===== src/logic/pprt_defines.vh =====
// Constants for the peripheral pin input router: map, defaults and port masks
// Notes on behaviour
// - Only digital signals are routed; analog stays on fixed pins.
// - Input and output selections are independent register sets.
// - Each peripheral input has its own select register choosing its pin.
// - Each pin has its own output select; code 0x0c is UART1 transmit.
// - Code 0x17 in the UART1 receive select routes port C bit 7.
// - Several inputs may share one pin; all see it at once, unarbitrated.
// - Port level reads return the real pin level, whatever the routing.
// - Each input accepts pins only from its own small set of ports.
// - Power-on reset loads each input select with its default pin code.
// - Only power-on reset restores selections; other resets keep them.
`ifndef PPRT_DEFINES_VH
`define PPRT_DEFINES_VH

// ==========================================================================
// Geometry
`define PPRT_NUM_PINS        64
`define PPRT_NUM_INPUTS      16
`define PPRT_NUM_PORTS       8
`define PPRT_SEL_W           6
`define PPRT_NUM_OUT_SRC     33
`define PPRT_MAX_OUT_CODE    6'h21
`define PPRT_OUT_CODE_LATCH  6'h00

// ==========================================================================
// APB map, region number in address bits 11:8
`define PPRT_IN_SEL_BASE     4'h0
`define PPRT_OUT_SEL_BASE    4'h1
`define PPRT_PORT_LVL_BASE   4'h2

// ==========================================================================
// Input select reset codes
`define PPRT_DEF_EXT_IRQ0    6'h08
`define PPRT_DEF_EXT_IRQ1    6'h09
`define PPRT_DEF_EXT_IRQ2    6'h0a
`define PPRT_DEF_EXT_IRQ3    6'h0b
`define PPRT_DEF_TMR0_CLK    6'h04
`define PPRT_DEF_TMR1_CLK    6'h10
`define PPRT_DEF_TMR3_GATE   6'h05
`define PPRT_DEF_ADC_TRIG    6'h39
`define PPRT_DEF_CAPT1       6'h25
`define PPRT_DEF_SER1_CLK    6'h13
`define PPRT_DEF_SER1_DATA   6'h14
`define PPRT_DEF_SER1_SS     6'h2f
`define PPRT_DEF_UART1_RECV  6'h17
`define PPRT_DEF_UART1_CLK   6'h16
`define PPRT_DEF_UART5_RECV  6'h23
`define PPRT_DEF_UART5_CLK   6'h22

// ==========================================================================
// Permitted ports per input, bit 0 = port A
`define PPRT_MSK_EXT_IRQ0    8'h03
`define PPRT_MSK_EXT_IRQ1    8'h06
`define PPRT_MSK_EXT_IRQ2    8'h0a
`define PPRT_MSK_EXT_IRQ3    8'h12
`define PPRT_MSK_TMR0_CLK    8'h03
`define PPRT_MSK_TMR1_CLK    8'h0c
`define PPRT_MSK_TMR3_GATE   8'h05
`define PPRT_MSK_ADC_TRIG    8'h84
`define PPRT_MSK_CAPT1       8'h14
`define PPRT_MSK_SER1_CLK    8'h06
`define PPRT_MSK_SER1_DATA   8'h06
`define PPRT_MSK_SER1_SS     8'h22
`define PPRT_MSK_UART1_RECV  8'h0c
`define PPRT_MSK_UART1_CLK   8'h0c
`define PPRT_MSK_UART5_RECV  8'h50
`define PPRT_MSK_UART5_CLK   8'h50

`endif


===== src/logic/pprt_in_chan.v =====
// One peripheral input channel: its select register and its pin mux
`timescale 1ns/1ps
`default_nettype none
`include "pprt_defines.vh"

module pprt_in_chan #(
  parameter [5:0] RESET_CODE = 6'h00,
  parameter [7:0] PORT_MASK  = 8'hff
) (
  // Clock and power-on reset
  input  wire        pclk,
  input  wire        presetn,
  // Register write
  input  wire        wr_en,
  input  wire [5:0]  wdata,
  // Digital pin levels and result
  input  wire [63:0] pins,
  output reg  [5:0]  sel,
  output reg         routed
);

  // ========================================================================
  // Selection register
  always @(posedge pclk or negedge presetn) begin
    if (!presetn) begin
      sel <= RESET_CODE;
    end else if (wr_en) begin
      sel <= wdata;
    end
  end

  // ========================================================================
  // Pin mux; a code outside the permitted ports is stored but drives low
  always @(posedge pclk or negedge presetn) begin
    if (!presetn) begin
      routed <= 1'b0;
    end else if (PORT_MASK[sel[5:3]]) begin
      routed <= pins[sel];
    end else begin
      routed <= 1'b0;
    end
  end

endmodule
`default_nettype wire


===== src/logic/pprt_top.v =====
// Peripheral pin router: APB registers, input routing and output routing
`timescale 1ns/1ps
`default_nettype none
`include "pprt_defines.vh"

module pprt_top (
  // Clock and power-on reset
  input  wire        pclk,
  input  wire        presetn,
  // APB slave
  input  wire        psel,
  input  wire        penable,
  input  wire        pwrite,
  input  wire [11:0] paddr,
  input  wire [31:0] pwdata,
  output reg  [31:0] prdata,
  output wire        pready,
  output reg         pslverr,
  // Pins, index = port * 8 + bit
  input  wire [63:0] pin_in,
  input  wire [63:0] analog_select_bit,
  input  wire [63:0] port_latch,
  output reg  [63:0] pin_out,
  // Peripheral side
  input  wire [32:0] periph_out,
  output wire [15:0] periph_in
);

  // ========================================================================
  // Channel table
  // Constant functions keep each channel's default next to its port mask.
  function [5:0] chan_default;
    input integer idx;
    begin
      case (idx)
        0:       chan_default = `PPRT_DEF_EXT_IRQ0;
        1:       chan_default = `PPRT_DEF_EXT_IRQ1;
        2:       chan_default = `PPRT_DEF_EXT_IRQ2;
        3:       chan_default = `PPRT_DEF_EXT_IRQ3;
        4:       chan_default = `PPRT_DEF_TMR0_CLK;
        5:       chan_default = `PPRT_DEF_TMR1_CLK;
        6:       chan_default = `PPRT_DEF_TMR3_GATE;
        7:       chan_default = `PPRT_DEF_ADC_TRIG;
        8:       chan_default = `PPRT_DEF_CAPT1;
        9:       chan_default = `PPRT_DEF_SER1_CLK;
        10:      chan_default = `PPRT_DEF_SER1_DATA;
        11:      chan_default = `PPRT_DEF_SER1_SS;
        12:      chan_default = `PPRT_DEF_UART1_RECV;
        13:      chan_default = `PPRT_DEF_UART1_CLK;
        14:      chan_default = `PPRT_DEF_UART5_RECV;
        default: chan_default = `PPRT_DEF_UART5_CLK;
      endcase
    end
  endfunction

  function [7:0] chan_mask;
    input integer idx;
    begin
      case (idx)
        0:       chan_mask = `PPRT_MSK_EXT_IRQ0;
        1:       chan_mask = `PPRT_MSK_EXT_IRQ1;
        2:       chan_mask = `PPRT_MSK_EXT_IRQ2;
        3:       chan_mask = `PPRT_MSK_EXT_IRQ3;
        4:       chan_mask = `PPRT_MSK_TMR0_CLK;
        5:       chan_mask = `PPRT_MSK_TMR1_CLK;
        6:       chan_mask = `PPRT_MSK_TMR3_GATE;
        7:       chan_mask = `PPRT_MSK_ADC_TRIG;
        8:       chan_mask = `PPRT_MSK_CAPT1;
        9:       chan_mask = `PPRT_MSK_SER1_CLK;
        10:      chan_mask = `PPRT_MSK_SER1_DATA;
        11:      chan_mask = `PPRT_MSK_SER1_SS;
        12:      chan_mask = `PPRT_MSK_UART1_RECV;
        13:      chan_mask = `PPRT_MSK_UART1_CLK;
        14:      chan_mask = `PPRT_MSK_UART5_RECV;
        default: chan_mask = `PPRT_MSK_UART5_CLK;
      endcase
    end
  endfunction

  // ========================================================================
  // Address decode
  wire        aligned;
  wire [3:0]  region;
  wire [5:0]  word;
  wire        hit_in;
  wire        hit_out;
  wire        hit_lvl;
  wire        hit_any;
  wire        wr_ok;
  wire        setup;
  wire        access;

  assign aligned = (paddr[1:0] == 2'b00);
  assign region  = paddr[11:8];
  assign word    = paddr[7:2];
  assign hit_in  = aligned && (region == `PPRT_IN_SEL_BASE) &&
                   (word < 6'd16);
  assign hit_out = aligned && (region == `PPRT_OUT_SEL_BASE);
  assign hit_lvl = aligned && (region == `PPRT_PORT_LVL_BASE) &&
                   (word < 6'd8);
  assign hit_any = hit_in || hit_out || hit_lvl;
  assign setup   = psel && !penable;
  assign access  = psel && penable;
  // Port level words are read only; a write there is refused
  assign wr_ok   = access && pwrite && (hit_in || hit_out);

  // Zero wait states: read data is fetched in the setup cycle
  assign pready = 1'b1;

  // ========================================================================
  // Digital input buffer
  // Analog functions never enter this block; with the analog select set the
  // buffer reads low, so software must clear it before routing a pin.
  wire [63:0] dig_in;

  assign dig_in = pin_in & ~analog_select_bit;

  // ========================================================================
  // Input routing, one channel per peripheral input
  wire [95:0] in_sel_bus;

  genvar gi;
  generate
    for (gi = 0; gi < 16; gi = gi + 1) begin : g_in
      pprt_in_chan #(
        .RESET_CODE (chan_default(gi)),
        .PORT_MASK  (chan_mask(gi))
      ) u_chan (
        .pclk    (pclk),
        .presetn (presetn),
        .wr_en   (wr_ok && hit_in && (word == gi)),
        .wdata   (pwdata[5:0]),
        .pins    (dig_in),
        .sel     (in_sel_bus[gi*6 +: 6]),
        .routed  (periph_in[gi])
      );
    end
  endgenerate

  // ========================================================================
  // Output selection registers, one per pin
  reg [5:0] out_sel [0:63];
  integer   pi;

  always @(posedge pclk or negedge presetn) begin
    if (!presetn) begin
      for (pi = 0; pi < 64; pi = pi + 1) begin
        out_sel[pi] <= `PPRT_OUT_CODE_LATCH;
      end
    end else if (wr_ok && hit_out) begin
      out_sel[word] <= pwdata[5:0];
    end
  end

  // ========================================================================
  // Output mux; unknown codes above the table drive the pin low
  reg [63:0] next_pin_out;
  reg [5:0]  osel;
  integer    po;

  always @* begin
    next_pin_out = 64'h0;
    osel         = 6'h00;
    for (po = 0; po < 64; po = po + 1) begin
      osel = out_sel[po];
      if (osel == `PPRT_OUT_CODE_LATCH) begin
        next_pin_out[po] = port_latch[po];
      end else if (osel <= `PPRT_MAX_OUT_CODE) begin
        next_pin_out[po] = periph_out[osel - 6'd1];
      end
    end
  end

  always @(posedge pclk or negedge presetn) begin
    if (!presetn) begin
      pin_out <= 64'h0;
    end else begin
      pin_out <= next_pin_out;
    end
  end

  // ========================================================================
  // Read path
  reg [31:0] rd_val;

  always @* begin
    rd_val = 32'h0;
    if (hit_in) begin
      rd_val[5:0] = in_sel_bus[word[3:0]*6 +: 6];
    end else if (hit_out) begin
      rd_val[5:0] = out_sel[word];
    end else if (hit_lvl) begin
      rd_val[7:0] = pin_in[word[2:0]*8 +: 8];
    end
  end

  always @(posedge pclk or negedge presetn) begin
    if (!presetn) begin
      prdata  <= 32'h0;
      pslverr <= 1'b0;
    end else if (setup) begin
      prdata  <= pwrite ? 32'h0 : rd_val;
      pslverr <= !hit_any || (pwrite && hit_lvl);
    end
  end

endmodule
`default_nettype wire


===== config.mk =====
export PLATFORM = sky130hd
export DESIGN_NAME = pprt_top
export DESIGN_NICKNAME = d
export VERILOG_FILES = /design/src/logic/pprt_in_chan.v /design/src/logic/pprt_top.v
export VERILOG_INCLUDE_DIRS = /design/src /design/src/logic
export SDC_FILE = /design/constraint.sdc
export NUM_CORES = 2
export LEC_CHECK = 0
export BUFFER_PORTS_ARGS = -buffer_cell sky130_fd_sc_hd__buf_2
export CORE_MARGIN = 2
export CORE_UTILIZATION = 25
export CTS_CLUSTER_DIAMETER = 120
export CTS_CLUSTER_SIZE = 14
export DETAILED_ROUTE_END_ITERATION = 7
export PLACE_DENSITY_LB_ADDON = 0.1
export SETUP_SLACK_MARGIN = 0.3
export SLEW_MARGIN = 5
export SYNTH_ARGS = -nofsm -noshare
export SYNTH_HDL_FRONTEND = slang
export SYNTH_SLANG_ARGS = --single-unit

===== constraint.sdc =====
create_clock -name pclk -period 4 [get_ports pclk]
set_clock_uncertainty 0.2 [all_clocks]
set_input_delay 0.6 -clock pclk [delete_from_list [all_inputs] [get_ports pclk]]
set_output_delay 0.6 -clock pclk [all_outputs]
set_load 0.01 [all_outputs]

; Word level (Yosys, flattened, before mapping)
; Memories as Yosys holds them, arrays and structs flattened.
; Cells that the tools add are included.
[classes]
addsub = 64
mul = 1
div_mod_pow = 0
n_lt_le_gt_ge = 164
n_eq_ne = 17
shifts = 2
muxes = 332
n_bitwise = 3
n_reduce_logical = 101
[ops]
columns = cell, count
row1 = $lt A6 B7 Y1 const B, 80
row2 = $bmux W1 S6, 80
row3 = $logic_not A6 Y1, 65
row4 = $bwmux W384, 1
row5 = $le A6 B6 Y1 const B, 64
row6 = $sub A6 B1 Y6 const B, 64
row7 = $mux W1, 240
row8 = $shiftx A96 B8 Y6, 1
row9 = $and A64 B64 Y64, 1
row10 = $lt A3 B4 Y1 const B, 16
row11 = $not A64 Y64, 1
row12 = $shiftx A64 B7 Y8, 1
row13 = $eq A6 B4 Y1 const B, 8
row14 = $bmux W6 S6, 1
row15 = $demux W6 S6, 1
row16 = $mux W6, 5
row17 = $logic_and A1 B1 Y1, 29
row18 = $eq A6 B3 Y1 const B, 4
row19 = $mux W8, 2
row20 = $eq A6 B2 Y1 const B, 2
row21 = $ge A7 B7 Y1 const B, 1
row22 = $lt A7 B1 Y1 const B, 1
row23 = $not A6 Y7, 1
row24 = $eq A6 B1 Y1 const B, 1
row25 = 10 further kinds, 14
[word_totals]
reg_bits = 593
latchBits = 0
mem_bits_rw = 0
romBits = 128
output_inout_bits = 114
wordCells = 799
mem_count = 16
[memory_table]
columns = memory, words, word_bits, rd, rd_clocked_by_memory_dff, write_ports, line
row1 = (no name shown), 8, 1, 1, 0, 0, pprt_in_chan.v:37  ; end else if (PORT_MASK[sel[5:3]]) begin
row2 = (no name shown), 8, 1, 1, 0, 0, pprt_in_chan.v:37
row3 = (no name shown), 8, 1, 1, 0, 0, pprt_in_chan.v:37
row4 = (no name shown), 8, 1, 1, 0, 0, pprt_in_chan.v:37
row5 = (no name shown), 8, 1, 1, 0, 0, pprt_in_chan.v:37
row6 = (no name shown), 8, 1, 1, 0, 0, pprt_in_chan.v:37
row7 = 10 more memories, n/a, n/a, n/a, n/a, n/a, n/a

; Longest topological paths before layout
[logic_depth]
word_depth = 7
ltp_mapped = 11

; Cells and area by module
; Synthesis repeated with hierarchy kept, for this count alone.
[unflattened]
hier_cells = 4907
hier_area_um2 = 55386.9
[modules_own_cells]
columns = mod, n_inst, cells_per_inst, area_each_um2, seq_area_each_um2
row1 = pprt_top, 1, 4424, 48898.1, 11436.0
row2 = pprt_in_chan at g_in[10].u_chan ..., 2, 29, 411.6, 177.7
row3 = pprt_in_chan at g_in[0].u_chan ..., 2, 29, 407.9, 176.4
row4 = pprt_in_chan at g_in[13].u_chan ..., 2, 32, 397.9, 178.9
row5 = pprt_in_chan at g_in[15].u_chan ..., 2, 32, 396.6, 177.7
row6 = pprt_in_chan at g_in[8].u_chan, 1, 29, 429.2, 178.9
row7 = pprt_in_chan at g_in[7].u_chan, 1, 31, 417.9, 180.2
row8 = pprt_in_chan at g_in[9].u_chan, 1, 29, 412.9, 178.9
row9 = pprt_in_chan at g_in[6].u_chan, 1, 29, 409.1, 177.7
row10 = pprt_in_chan at g_in[11].u_chan, 1, 32, 400.4, 181.4
row11 = pprt_in_chan at g_in[12].u_chan, 1, 32, 399.1, 180.2
row12 = pprt_in_chan at g_in[3].u_chan, 1, 25, 396.6, 178.9
row13 = pprt_in_chan at g_in[5].u_chan, 1, 32, 395.4, 176.4

; Worst setup path after synthesis
; Ideal clock, no wire load.
[synth_timing]
path_type = flip-flop to flip-flop
start = reg out_sel[330] (netlist bit)
end = reg pin_out[8]
setup_ps = 134
arrival_ps = 2849
required_time_ps = 3666
setup_slack_ps = 817
stages_incl_launch_ff = 11
path_buffers = 2
path_cell_list = dfrtp_1 buf_1 inv_1 ha_1 clkbuf_1 mux4_2 mux4_2 nand3b_1 o21ai_1 o32ai_1 o31ai_1
[synth_between]
elab_chain_len = 5
elab_cells_between_ends = 7
cone_classes = add/sub (1) / order compare (1) / mux (4) / reduce/logical (1)
[synth_lines]
columns = item, line
row1 = from (decl), pprt_top.v:142  ; reg [5:0] out_sel [0:63];
row2 = "from (signal, indexed assignment)", pprt_top.v:148  ; out_sel[pi] <= `PPRT_OUT_CODE_LATCH;
row3 = "from (signal, indexed assignment)", pprt_top.v:151  ; out_sel[word] <= pwdata[5:0];
row4 = $sub A6 B1 Y6, pprt_top.v:169  ; next_pin_out[po] = periph_out[osel - 6'd1];
row5 = $bmux W1 S6, pprt_top.v:169
row6 = $mux W1 (not written as such), pprt_top.v:169
row7 = $mux W1, pprt_top.v:168  ; end else if (osel <= `PPRT_MAX_OUT_CODE) begin
row8 = $mux W1 *, pprt_top.v:166  ; if (osel == `PPRT_OUT_CODE_LATCH) begin
row9 = net next_pin_out[8], pprt_top.v:157  ; reg [63:0] next_pin_out;
row10 = to (signal assigned), pprt_top.v:178  ; pin_out <= next_pin_out;
row11 = to (decl), pprt_top.v:23  ; output reg [63:0] pin_out,
; The timed path passes the listed nets; every way through them passes the cells marked *. The select of a mux whose other input is x is not followed.
; A chain may end at the register's enable or synchronous reset.

; Final worst setup path
[layout_timing]
start = reg out_sel[247] (netlist bit)
end = reg pin_out[22]
; Same word-level chain as after synthesis.

==> results.toml <==
[power]
p_leak_nw = 26.0
power_mw = 14.0
clockPowerShare_pct = 39.2
vdd_drop_max_v = 0.000378
power_density_nw_per_um2 = 220
combPwrFrac_pct = 19.3
seq_power_share_pct = 41.4
swShare_pct = 31.7
power.internal_mw = 9.58
power.switching_mw = 4.45

[synthesis]
synth_flop_cell = "dfrtp_1"
netlist.area_leader.share_pct = 26.8
postSynthCellCount = 4877
ys_seq_area_share_pct = 25.4
syn_area_sq_um = 56200
async_reset_ff_share_pct = 100
synth_edf_count = 0
avgSynthCellArea_sq_um = 11.5
synth_common_cells = "mux4_2, dfrtp_1, mux2_2"
synth.distinct_cells = 73
yosysMostFrequentCell = "mux4_2"
ys_seq_elements = 569
synth.largest_area_cell = "mux4_2"
yosys_warnings = 0
yosys-top-cells-area = "mux4_2, dfrtp_1, mux2_2, mux4_1, ha_1"

[timing]
grt_setup_unrepaired = "false"
max_freq_ghz = 0.308
slew_violations = 0
post-route-min-period_ps = 3250
finalHoldViolCount = 0
worst_slack_ps = 751
finalCritPeriodShare_pct = 81.2
holdWs_ps = 18.6
setup_viol_count_final = 0
max_slew_margin_pct = 27.3
worstMarginPinSlew_ps = 1090
setup_tns_ps = 0

[critical_path]
startpoint_type = "flop"
worstSetupEndpointType = "flop"
worstPathMaxFanout = 4
path_class = "reg2reg"
required_ps = 4380
cp.arrival_ps = 3630

[layout]
num-fill-cells = 23114
nets = 5449
final_layout_size_suffix_gt1_share_pct = 37.4
fin_util_pct = 28.5
syn2layout_area_growth_pct = 13.6
final_cell_area_sq_um = 63900
stdcell_count = 8017

[drt]
drt_iter0_drc = 4451
wl_mm = 256
first_pass_iters = 5
antenna_left = 0
vias = 45089
routed_via_density = 5.62
drc = 0
routedWlPerCell_microns = 31.9

[place]
dp_slack_ps = 214
gp_congestion = 0.841
placed_cell_area_sq_um = 62000
dp_cells = 7903
port_buffers = 336
place_hpwl_mm = 175

[clocking]
path_clk_slew_ps = 80
clk_path_buf_depth = 3
clock_sinks = 569
clockRootBuffer = "clkbuf_16"
htreeDepth = 2
numCtsBuffers = 52
clock_latency_ps = 750
post_cts_resized = 0
cts_tree = "built"

[run_status]
status = "finished clean"

[floorplanning]
core_sq_um = 224000
floorplan.die.height_microns = 478
die_w_microns = 478
ioPinCount = 388
die_area_sq_um = 229000
num_rows = 174
start_util_pct = 25.1

[global_routing]
antenna_found_initial = 23
grt_pass1_wl_mm = 363
grt_pass1_vias = 45204
grt_usage_pct = 21.9
grt_max_degree = 73
gr-total-overflow = 0

[min_path]
hold_path.class = "in2reg"

[run]
max-cap-violations = 0
## cells in the final DEF, fill, tap and decap left out, drive strengths merged, types with 164 or more instances in the layout
cell   Yosys  final
mux4     785    785
ha       192    192
nor3     204    204
buf      256    617
dfrtp    528    528
o21ai    223    223
inv      158    164
nand2    321    321
mux2     400    400
nor2     241    241
## worst max-delay path, cell delays in order, from the launching register on
cell and delay (ps):
dfrtp_1 420, inv_1 120, ha_1 220, nor3b_1 280, xnor2_1 300, mux4_2 580, nor2b_1 150, a2111oi_1 540
and2_1 220, o32ai_1 80
## power by group through the flow
stage                     registers, mW  logic, mW  clock network, mW
after global placement             5.93       2.68                  0
after floorplan                    5.93       1.28                  0
final                              5.82       2.71               5.51
after CTS                          5.82       2.71               5.76
after detailed placement           5.93       2.69                  0
after global routing               5.82       2.81               5.93
## final cells by class
class                   count  area [sq um]  share of cell area (%)
diodes                      6          15.0                  0.0235
inverters                 159           597                   0.935
well taps                2992          3740                    5.86
clock inverters            16           248                   0.388
multi-input cells        3566         38800                    60.7
flip-flops and latches    569         14300                    22.4
repair buffers            635          4760                    7.46
clock buffers              74          1430                    2.25
## state kept, by name, summed over array words and instances, names as in the netlist
signal / flops
out_sel: 378
g_in.u_chan.sel: 96
pin_out: 64
g_in.u_chan.routed: 16
prdata: 8
osel: 6
pslverr: 1
## path summary, 6_finish.rpt
path | start | to | slack, ps | depth (start not counted)
max reg2reg | out_sel[247] | pin_out[22] | 750 | 9
max in group asynchronous | presetn | g_in[8].u_chan.sel[0] | 2300 | 3
min in group asynchronous | presetn | pin_out[30] | 330 | 2
min reg2reg | g_in[4].u_chan.sel[4] | g_in[4].u_chan.routed | 270 | 1
max | out_sel[247] | pin_out[22] | 750 | 9
min | port_latch[14] | pin_out[14] | 20 | 3
## kinds of logic after synthesis
family,Yosys count,synth area share [%]
muxes,1314,42.6
and+or+nand+nor,1211,11.4
xor gates and xnor gates,263,4.10
adders and majority gates,192,4.27
other,2,0.0134
buffers and inverters,765,5.76
AOI/OAI and AO/OA,561,6.49
DFF,569,25.4
## timing repair
action	4_1_cts	5_1_grt
endpoints found under the hold margin	62	0
buffers inserted	0	0
hold buffers	18	0
## routing by layer
layer  wire length, microns  GRT usage, %  vias to the layer above
li1                       -             -                    18859
met1                 115000          31.0                    24033
met2                 117000          34.5                     1886
met3                  15500          3.06                      309
met4                   8410          6.57                        2
met5                      8             0                        -
(Power assumes the default switching activity.)
